--- config.mk ---
export PLATFORM = sky130hd
export DESIGN_NAME = fwlisc_top
export DESIGN_NICKNAME = d
export VERILOG_FILES = /design/src/fwlisc_pkg.sv /design/src/fwlisc_sync.sv /design/src/fwlisc_top.sv
export SDC_FILE = /design/constraint.sdc
export NUM_CORES = 1
export LEC_CHECK = 0
export BUFFER_PORTS_ARGS = -buffer_cell sky130_fd_sc_hd__buf_2
export CORE_ASPECT_RATIO = 0.75
export CORE_UTILIZATION = 60
export DETAILED_ROUTE_END_ITERATION = 12
export GPL_TIMING_DRIVEN = 0
export PLACE_DENSITY_LB_ADDON = 0.25
export SLEW_MARGIN = 20
export SYNTH_ARGS = -nofsm -noshare
export SYNTH_HDL_FRONTEND = slang
export SYNTH_SLANG_ARGS = --single-unit
--- constraint.sdc ---
create_clock -name mclk_i -period 3.3 [get_ports mclk_i]
set_clock_uncertainty 0.05 [all_clocks]
set_input_delay 0.165 -clock mclk_i [delete_from_list [all_inputs] [get_ports mclk_i]]
set_output_delay 0.165 -clock mclk_i [all_outputs]
set_load 0.02 [all_outputs]
--- src/fwlisc_pkg.sv ---
// Package for the write-latch, identity and status command block
`default_nettype none

package fwlisc_pkg;

   // ================================================================
   // Command opcodes
   localparam logic [7:0] CMD_LATCH_SET = 8'h06; // write_latch_set_cmd
   localparam logic [7:0] CMD_LATCH_CLR = 8'h04; // write_latch_clear_cmd
   localparam logic [7:0] CMD_STAT_RD = 8'h05;   // status_read_cmd
   localparam logic [7:0] CMD_ID_RD = 8'h9F;     // identity_read_cmd
   localparam logic [7:0] CMD_MKR_RD = 8'h90;    // maker_device_read_cmd

   // ================================================================
   // Frame layout and status fields
   localparam int ID_BITS = 24;                  // Identity frame length
   localparam logic [1:0] ID_LAST_IDX = 2'h2;    // Third identity byte
   localparam logic [1:0] ADDR_LAST_IDX = 2'h2;  // Third address byte
   localparam logic [2:0] BIT_LAST = 3'h7;       // Last bit of a byte
   localparam int STAT_WEL_BIT = 1;              // write_enable_latch
   localparam int STAT_BUSY_BIT = 0;             // busy_flag
   localparam logic WEL_RST = 1'b0;              // Latch after power-up
   localparam logic [7:0] OUT_SR_RST = 8'h00;
   localparam int SYNC_STAGES_DEF = 2;

   // ================================================================
   // Types
   typedef struct packed {
      logic cs_n;                                // Chip select, low active
      logic sclk;                                // Serial clock
      logic si;                                  // Serial data in
   } fwlisc_pins_t;

   typedef enum logic [2:0] {
      ST_OPC,                                    // Collecting opcode
      ST_ADDR,                                   // Collecting address
      ST_DONE,                                   // Opcode-only command
      ST_ID,                                     // Identity output
      ST_MKR,                                    // Maker/device output
      ST_STAT,                                   // Status output
      ST_IGN                                     // Ignore until deselect
   } fwlisc_state_t;

endpackage

`default_nettype wire

--- src/fwlisc_sync.sv ---
// Multi-stage synchroniser for the serial pin group
`default_nettype none

module fwlisc_sync
   import fwlisc_pkg::*;
#(
   parameter int STAGES = SYNC_STAGES_DEF
) (
   input wire logic mclk_i,             // System clock
   input wire logic srst_i,             // Synchronous reset
   input wire fwlisc_pins_t d_i,        // Asynchronous pins
   output fwlisc_pins_t q_o             // Synchronised pins
);

   // ================================================================
   // Elaboration check
   if (STAGES < 2) begin : g_bad
      $error("fwlisc_sync needs at least two stages");
   end

   fwlisc_pins_t stg_q [STAGES];

   // Chain of flops; only the last stage is visible outside
   always_ff @(posedge mclk_i) begin
      if (srst_i) begin
         for (int i = 0; i < STAGES; i++) begin
            stg_q[i] <= '{cs_n: 1'b1, sclk: 1'b0, si: 1'b0};
         end
      end else begin
         stg_q[0] <= d_i;
         for (int i = 1; i < STAGES; i++) begin
            stg_q[i] <= stg_q[i-1];
         end
      end
   end

   assign q_o = stg_q[STAGES-1];

endmodule

`default_nettype wire

--- src/fwlisc_top.sv ---
// Serial flash command handler: write latch, identity and status reads
`default_nettype none

module fwlisc_top
   import fwlisc_pkg::*;
#(
   parameter int SYNC_STAGES = SYNC_STAGES_DEF,
   parameter logic [7:0] ID_MFR = 8'h5A,  // Arbitrary maker code
   parameter logic [7:0] ID_TYPE = 8'h3C, // Arbitrary memory-type code
   parameter logic [7:0] ID_DEV = 8'h11   // Arbitrary device code
) (
   input wire logic mclk_i,               // 100 MHz system clock
   input wire logic srst_i,               // Synchronous reset, high
   input wire logic cs_n_i,               // Chip select pin, low active
   input wire logic sclk_i,               // Serial clock pin
   input wire logic si_i,                 // Serial data in pin
   input wire logic busy_i,               // Program/erase/write running
   input wire logic op_done_i,            // Write-type operation done
   input wire logic [5:0] status_hi_i,    // Status bits 7..2
   output logic so_o,                     // Serial data out
   output logic so_oen_n_o,               // Low while driving so_o
   output logic wel_o                     // Write enable latch
);

   // ================================================================
   // Pin synchronisation and edge detection
   fwlisc_pins_t pins_w;
   fwlisc_pins_t pins_s;
   logic sclk_d_q;
   logic cs_d_q;
   logic rise_w;
   logic fall_w;
   logic cs_rise_w;
   logic [7:0] shift_w;
   logic [7:0] stat_w;
   fwlisc_state_t st_q;
   fwlisc_state_t st_d;

   assign pins_w = '{cs_n: cs_n_i, sclk: sclk_i, si: si_i};

   fwlisc_sync #(
      .STAGES(SYNC_STAGES)
   ) u_sync (
      .mclk_i(mclk_i),
      .srst_i(srst_i),
      .d_i(pins_w),
      .q_o(pins_s)
   );

   // Previous synchronised levels for edge detection
   always_ff @(posedge mclk_i) begin
      if (srst_i) begin
         sclk_d_q <= 1'b0;
         cs_d_q <= 1'b1;
      end else begin
         sclk_d_q <= pins_s.sclk;
         cs_d_q <= pins_s.cs_n;
      end
   end

   // Clock edges count only while selected
   assign rise_w = !pins_s.cs_n && pins_s.sclk && !sclk_d_q;
   assign fall_w = !pins_s.cs_n && !pins_s.sclk && sclk_d_q;
   assign cs_rise_w = pins_s.cs_n && !cs_d_q;

   // ================================================================
   // Input shifting
   logic [7:0] in_sr_q;
   logic [2:0] bit_cnt_q;
   logic [1:0] byte_cnt_q;
   logic [7:0] opc_q;

   assign shift_w = {in_sr_q[6:0], pins_s.si};

   // Bit and address-byte counters, cleared by deselect
   always_ff @(posedge mclk_i) begin
      if (srst_i || pins_s.cs_n) begin
         in_sr_q <= 8'h00;
         bit_cnt_q <= 3'h0;
         byte_cnt_q <= 2'h0;
      end else if (rise_w) begin
         in_sr_q <= shift_w;
         bit_cnt_q <= bit_cnt_q + 3'h1;
         if (bit_cnt_q == BIT_LAST && st_q == ST_ADDR) begin
            byte_cnt_q <= byte_cnt_q + 2'h1;
         end
      end
   end

   // ================================================================
   // Command state machine
   logic byte_end_w;
   logic enter_w;
   logic order_q;

   assign byte_end_w = rise_w && bit_cnt_q == BIT_LAST;

   function automatic logic is_out(input fwlisc_state_t s);
      return s == ST_ID || s == ST_MKR || s == ST_STAT;
   endfunction

   // Next state from opcode, address and deselect
   always_comb begin
      st_d = st_q;
      if (pins_s.cs_n) begin
         st_d = ST_OPC;
      end else if (rise_w) begin
         case (st_q)
            ST_OPC: begin
               if (bit_cnt_q == BIT_LAST) begin
                  case (shift_w)
                     CMD_LATCH_SET: st_d = ST_DONE;
                     CMD_LATCH_CLR: st_d = ST_DONE;
                     CMD_STAT_RD: st_d = ST_STAT;
                     CMD_ID_RD: st_d = busy_i ? ST_IGN : ST_ID;
                     CMD_MKR_RD: st_d = busy_i ? ST_IGN : ST_ADDR;
                     default: st_d = ST_IGN;
                  endcase
               end
            end
            ST_ADDR: begin
               if (bit_cnt_q == BIT_LAST && byte_cnt_q == ADDR_LAST_IDX) begin
                  st_d = ST_MKR;
               end
            end
            ST_DONE: st_d = ST_IGN; // Extra bit breaks the byte boundary
            default: st_d = st_q;
         endcase
      end
   end

   assign enter_w = byte_end_w && is_out(st_d) && !is_out(st_q);

   // State, opcode and byte-order registers
   always_ff @(posedge mclk_i) begin
      if (srst_i) begin
         st_q <= ST_OPC;
         opc_q <= 8'h00;
         order_q <= 1'b0;
      end else begin
         st_q <= st_d;
         if (byte_end_w && st_q == ST_OPC) begin
            opc_q <= shift_w;
         end
         if (byte_end_w && st_q == ST_ADDR) begin
            order_q <= shift_w[0];
         end
      end
   end

   // ================================================================
   // Write enable latch
   logic wel_q;
   logic set_w;
   logic clr_w;

   assign set_w = cs_rise_w && st_q == ST_DONE && opc_q == CMD_LATCH_SET
                  && !busy_i;
   assign clr_w = cs_rise_w && st_q == ST_DONE && opc_q == CMD_LATCH_CLR;

   // Set wins over a completion clear in the same cycle
   always_ff @(posedge mclk_i) begin
      if (srst_i) begin
         wel_q <= WEL_RST;
      end else if (set_w) begin
         wel_q <= 1'b1;
      end else if (clr_w || op_done_i) begin
         wel_q <= 1'b0;
      end
   end

   assign wel_o = wel_q;

   // ================================================================
   // Output byte selection and shifting
   logic [7:0] out_sr_q;
   logic [2:0] out_cnt_q;
   logic [1:0] sel_q;
   logic so_q;
   logic oen_n_q;

   // Status byte with latch and busy in their fixed places
   always_comb begin
      stat_w = {status_hi_i, 2'h0};
      stat_w[STAT_WEL_BIT] = wel_q;
      stat_w[STAT_BUSY_BIT] = busy_i;
   end

   function automatic logic [7:0] byte_for(input fwlisc_state_t s,
                                           input logic [1:0] idx,
                                           input logic ord,
                                           input logic [7:0] stat);
      logic [7:0] r;
      r = stat;
      if (s == ST_ID) begin
         r = (idx == 2'h0) ? ID_MFR : (idx == 2'h1) ? ID_TYPE : ID_DEV;
      end else if (s == ST_MKR) begin
         r = (idx[0] ^ ord) ? ID_DEV : ID_MFR;
      end
      return r;
   endfunction

   // Load on entry, shift on falling edges, reload per byte
   always_ff @(posedge mclk_i) begin
      if (srst_i) begin
         out_sr_q <= OUT_SR_RST;
         out_cnt_q <= 3'h0;
         sel_q <= 2'h0;
         so_q <= 1'b0;
      end else if (pins_s.cs_n) begin
         out_cnt_q <= 3'h0;
         sel_q <= 2'h0;
      end else if (enter_w) begin
         out_sr_q <= byte_for(st_d, 2'h0, shift_w[0], stat_w);
         out_cnt_q <= 3'h0;
         sel_q <= 2'h1;
      end else if (fall_w && is_out(st_q)) begin
         so_q <= out_sr_q[7];
         out_cnt_q <= out_cnt_q + 3'h1;
         if (out_cnt_q == BIT_LAST) begin
            out_sr_q <= byte_for(st_q, sel_q, order_q, stat_w);
            if (st_q == ST_MKR) begin
               sel_q <= {1'b0, ~sel_q[0]};
            end else if (sel_q == ID_LAST_IDX) begin
               sel_q <= 2'h0;
            end else begin
               sel_q <= sel_q + 2'h1;
            end
         end else begin
            out_sr_q <= {out_sr_q[6:0], 1'b0};
         end
      end
   end

   // Drive only in an output state while selected
   always_ff @(posedge mclk_i) begin
      if (srst_i) begin
         oen_n_q <= 1'b1;
      end else begin
         oen_n_q <= !(!pins_s.cs_n && is_out(st_d));
      end
   end

   assign so_o = so_q;
   assign so_oen_n_o = oen_n_q;

   // ================================================================
   // Checks
   property p_wel_set;
      @(posedge mclk_i) disable iff (srst_i)
      set_w |=> wel_o;
   endproperty
   a_wel_set: assert property (p_wel_set)
      else $error("latch not set by set command");

   property p_wel_clr;
      @(posedge mclk_i) disable iff (srst_i)
      clr_w |=> !wel_o;
   endproperty
   a_wel_clr: assert property (p_wel_clr)
      else $error("latch not cleared by clear command");

   property p_wel_done;
      @(posedge mclk_i) disable iff (srst_i)
      (op_done_i && !set_w) |=> !wel_o;
   endproperty
   a_wel_done: assert property (p_wel_done)
      else $error("latch survived operation completion");

   property p_id_first;
      @(posedge mclk_i) disable iff (srst_i)
      (enter_w && st_d == ST_ID) |=> st_q == ST_ID && out_sr_q == ID_MFR;
   endproperty
   a_id_first: assert property (p_id_first)
      else $error("identity output did not start with maker byte");

   property p_id_second;
      @(posedge mclk_i) disable iff (srst_i)
      (fall_w && st_q == ST_ID && out_cnt_q == BIT_LAST && sel_q == 2'h1)
      |=> out_sr_q == ID_TYPE;
   endproperty
   a_id_second: assert property (p_id_second)
      else $error("memory-type byte not second");

   property p_end;
      @(posedge mclk_i) disable iff (srst_i)
      cs_rise_w |=> st_q == ST_OPC && so_oen_n_o;
   endproperty
   a_end: assert property (p_end)
      else $error("output not released at deselect");

   property p_busy_id;
      @(posedge mclk_i) disable iff (srst_i)
      (st_q == ST_OPC && byte_end_w && busy_i && shift_w == CMD_ID_RD)
      |=> st_q == ST_IGN;
   endproperty
   a_busy_id: assert property (p_busy_id)
      else $error("identity opcode decoded while busy");

   property p_stat;
      @(posedge mclk_i) disable iff (srst_i)
      (enter_w && st_d == ST_STAT) |=> st_q == ST_STAT
      && out_sr_q[1:0] == {$past(wel_q), $past(busy_i)};
   endproperty
   a_stat: assert property (p_stat)
      else $error("status byte wrong");

   property p_mkr;
      @(posedge mclk_i) disable iff (srst_i)
      (enter_w && st_d == ST_MKR)
      |=> out_sr_q == ($past(shift_w[0]) ? ID_DEV : ID_MFR);
   endproperty
   a_mkr: assert property (p_mkr)
      else $error("maker/device order wrong");

   property p_so_edge;
      @(posedge mclk_i) disable iff (srst_i)
      $changed(so_o) |-> $past(fall_w);
   endproperty
   a_so_edge: assert property (p_so_edge)
      else $error("data out changed off a falling edge");

endmodule

`default_nettype wire

==> impl_metrics.csv <==
group,metric,value,unit
route,num_vias,2050,
critical_path,setup.worst_path.end_class,"flop",
die,die_h,57.4,µm
timing,slew_headroom,0.564,
global_routing,top_usage_layer,"met1",
logic_synthesis,syn-instance-count,271,
cts,cts-root-buf,"clkbuf_8",
route,final_antenna_net_count,0,
timing,fmax,350,MHz
global_routing,use_met1,0.409,
logic_synthesis,async_flop_share,0,
critical_path,r2r_end,"out_sr_q[3]",
logic_synthesis,synth_edf_count,0,
logic_synthesis,synth_area_leaders,"dfxtp_1, nand2_1, a21oi_1, nor2_1, mux2i_1",
layout,area.growth.synth_to_final,10.3,%
global_routing,grt_pass1_vias,1804,
min_path,min_path_type,"in -> reg",
place,dp_hpwl,3890,µm
timing,rsz0062_at_grt,"no",
timing,setup-tns-final,0,ns
cts,cts_hold_buf,2,
logic_synthesis,avgSynthCellArea,9.05,µm²
timing,min_period_over_period,0.865,
min_path,worstHoldPathCells,2,
timing,hold_viol_final,0,
global_routing,overflow,0,
timing,slew_viol_final,0,
critical_path,cp.arrival,3.06,ns
global_routing,grt_usage,0.271,
run_status,status,"finished clean",
cts,clk_pin_slew,0.09,ns
die,ios,16,
cts,post_cts_buffers,0,
cts,cts_resized,0,
cts,cts_buffers,5,
timing,setup_viol,0,
logic_synthesis,synth_ff_type,"dfxtp_1",
logic_synthesis,yosys.area.top_type,"dfxtp_1",
critical_path,path_max_fanout,6,
critical_path,r2r_start,"bit_cnt_q[0]",
die,dieWidth,75.8,µm
flow_run,maxCapViolCount,0,
route,wl_per_cell,15.2,µm
power,power_density,373,mW/mm²
die,core_area,0.00378,mm²
global_routing,grt_max_degree,16,
critical_path,r2r_cells,10,
die,initial_core_util,0.649,
die,fp-row-count,19,
route,drc,0,
timing,fin_crit,2.85,ns
logic_synthesis,yosysWarnings,0,
cts,worstSkewPairLatency,0.32,ns
logic_synthesis,ys_types,58,
layout,layout_common_cells,"dfxtp_1, nand2_1, nor2_1, a21oi_1, buf_2",
layout,diodes,0,
logic_synthesis,syn_area,0.00245,mm²
layout,drive_above_1_share,0.193,
cts,cts_buffer_depth,2,
critical_path,worstSetupEndpoint,"out_sr_q[3]",
route,drt_pass1_iterations,4,
power,p_leak,1.02,nW
cts,cts.sinks,48,
critical_path,critical_path_class,"reg -> reg",
timing,worst_slew_pin_slew,0.648,ns
global_routing,grtUsageMet3,0.0565,
power,p_total,0.00101,W
critical_path,worstPathRequired,3.50,ns
critical_path,regToRegSetupSlack,0.45,ns
global_routing,grt_antenna_before_repair,0,
route,viasPerCell,5.91,
power,vdd_drop_max,346,µV
global_routing,grt_pass1_wl,8560,µm
route,drt_iter0_drc,184,
logic_synthesis,ys_seq_area_frac,0.392,
logic_synthesis,synth_seq_cells,48,
layout,final_common_cell,"dfxtp_1",
critical_path,startpoint_type,"flop",
place,port_buffers,14,
place,gp_congestion,0.888,
logic_synthesis,yosysTopAreaCellShare,0.392,
global_routing,met2_usage,0.375,
critical_path,startpoint,"bit_cnt_q[0]",
route,wl,5290,µm
layout,fin_nets,312,
logic_synthesis,syn-num-nets,289,
cts,cts_tree,"yes",
cts,cts-htree-levels,2,
die,dieArea,0.00435,mm²
-- through the flow --
stage	setup WS, ns	utilization	cells	area, µm²	hold WS [ns]
2_1_floorplan	0.678	-	271	2450	0.219
3_5_place_dp	0.445	0.685	337	2590	0.310
3_3_place_gp	0.484	0.685	337	2590	0.300
4_1_cts	0.434	0.715	347	2700	0.00984
6_report	0.445	0.715	347	2700	0.00905
5_1_grt	0.312	0.715	347	2700	0.00939
-- sequential cells by signal, indices dropped and copies added (netlist names) --
| signal | count |
|---|---|
| bit_cnt_q | 3 |
| byte_cnt_q | 2 |
| cs_d_q | 1 |
| in_sr_q | 7 |
| opc_q | 8 |
| order_q | 1 |
| out_cnt_q | 3 |
| out_sr_q | 8 |
| sclk_d_q | 1 |
| sel_q | 2 |
| so_o | 1 |
| so_oen_n_o | 1 |
| st_q | 3 |
| u_sync.stg_q | 6 |
| wel_o | 1 |
-- where the power goes --
group | leakage, nW | internal [W] | switching, W | total [W]
combinational | 0.585 | 0.0000193 | 0.0000218 | 0.0000412
clock | 0.0516 | 0.000172 | 0.000209 | 0.000380
sequential | 0.388 | 0.000583 | 0.00000359 | 0.000586
total | 1.02 | 0.000774 | 0.000234 | 0.00101
-- synthesized netlist by cell type, types with 3 or more instances --
cell type,count
nand3_1,5
a211oi_1,5
a21oi_1,24
ha_1,5
xnor2_1,4
clkbuf_8,5
buf_6,6
inv_1,10
nor3_1,8
mux2i_1,8
o221a_2,4
a31oi_1,3
clkbuf_1,3
o21ai_0,6
nand2_1,33
nor2_1,30
a21oi_2,3
nor2b_1,10
dfxtp_1,48
-- worst min path at each step --
stage | end | slack (ns) | start
2_1_floorplan | u_sync.stg_q[0][2] | 0.22 | cs_n_i
3_3_place_gp | u_sync.stg_q[0][2] | 0.30 | cs_n_i
3_5_place_dp | u_sync.stg_q[0][2] | 0.31 | cs_n_i
4_1_cts | u_sync.stg_q[0][1] | 0.01 | sclk_i
5_1_grt | u_sync.stg_q[0][1] | 0.009 | sclk_i
6_report | u_sync.stg_q[0][0] | 0.009 | si_i
-- per-layer routing --
metal / vias up / wire, µm
li1: 1011 / -
met1: 951 / 2540
met2: 80 / 2220
met3: 8 / 444
met4: 0 / 84
met5: - / 0
-- cell type report --
type | instances | area (µm²)
multi-input cells | 199 | 1310
fillers | 285 | 1080
flip-flops and latches | 48 | 961
plain buffers | 14 | 148
repair buffers | 16 | 90.1
clock buffers | 6 | 82.6
well taps | 52 | 65.1
inverters | 10 | 37.5
clock inverters | 2 | 13.8
-- cell families after synthesis --
group                      after synthesis  share of synthesized area
and+or+nand+nor                        112                      0.238
xor gates and xnor gates                 4                     0.0143
buffers and inverters                   24                     0.0755
AOI/OAI and AO/OA                       68                      0.208
DFF                                     48                      0.392
adders and majority gates                5                     0.0255
muxes                                   10                     0.0464
-- worst max-delay path, cell delays in order, from the launching register on --
cell	delay, ns
dfxtp_1	0.36
ha_1	0.16
ha_1	0.27
or2b_1	0.30
o41ai_4	0.35
o41ai_4	0.15
or3_1	0.34
buf_6	0.14
o21a_1	0.20
a221o_1	0.34
a21oi_2	0.13
No activity file was read; power rests on OpenSTA's default activity.
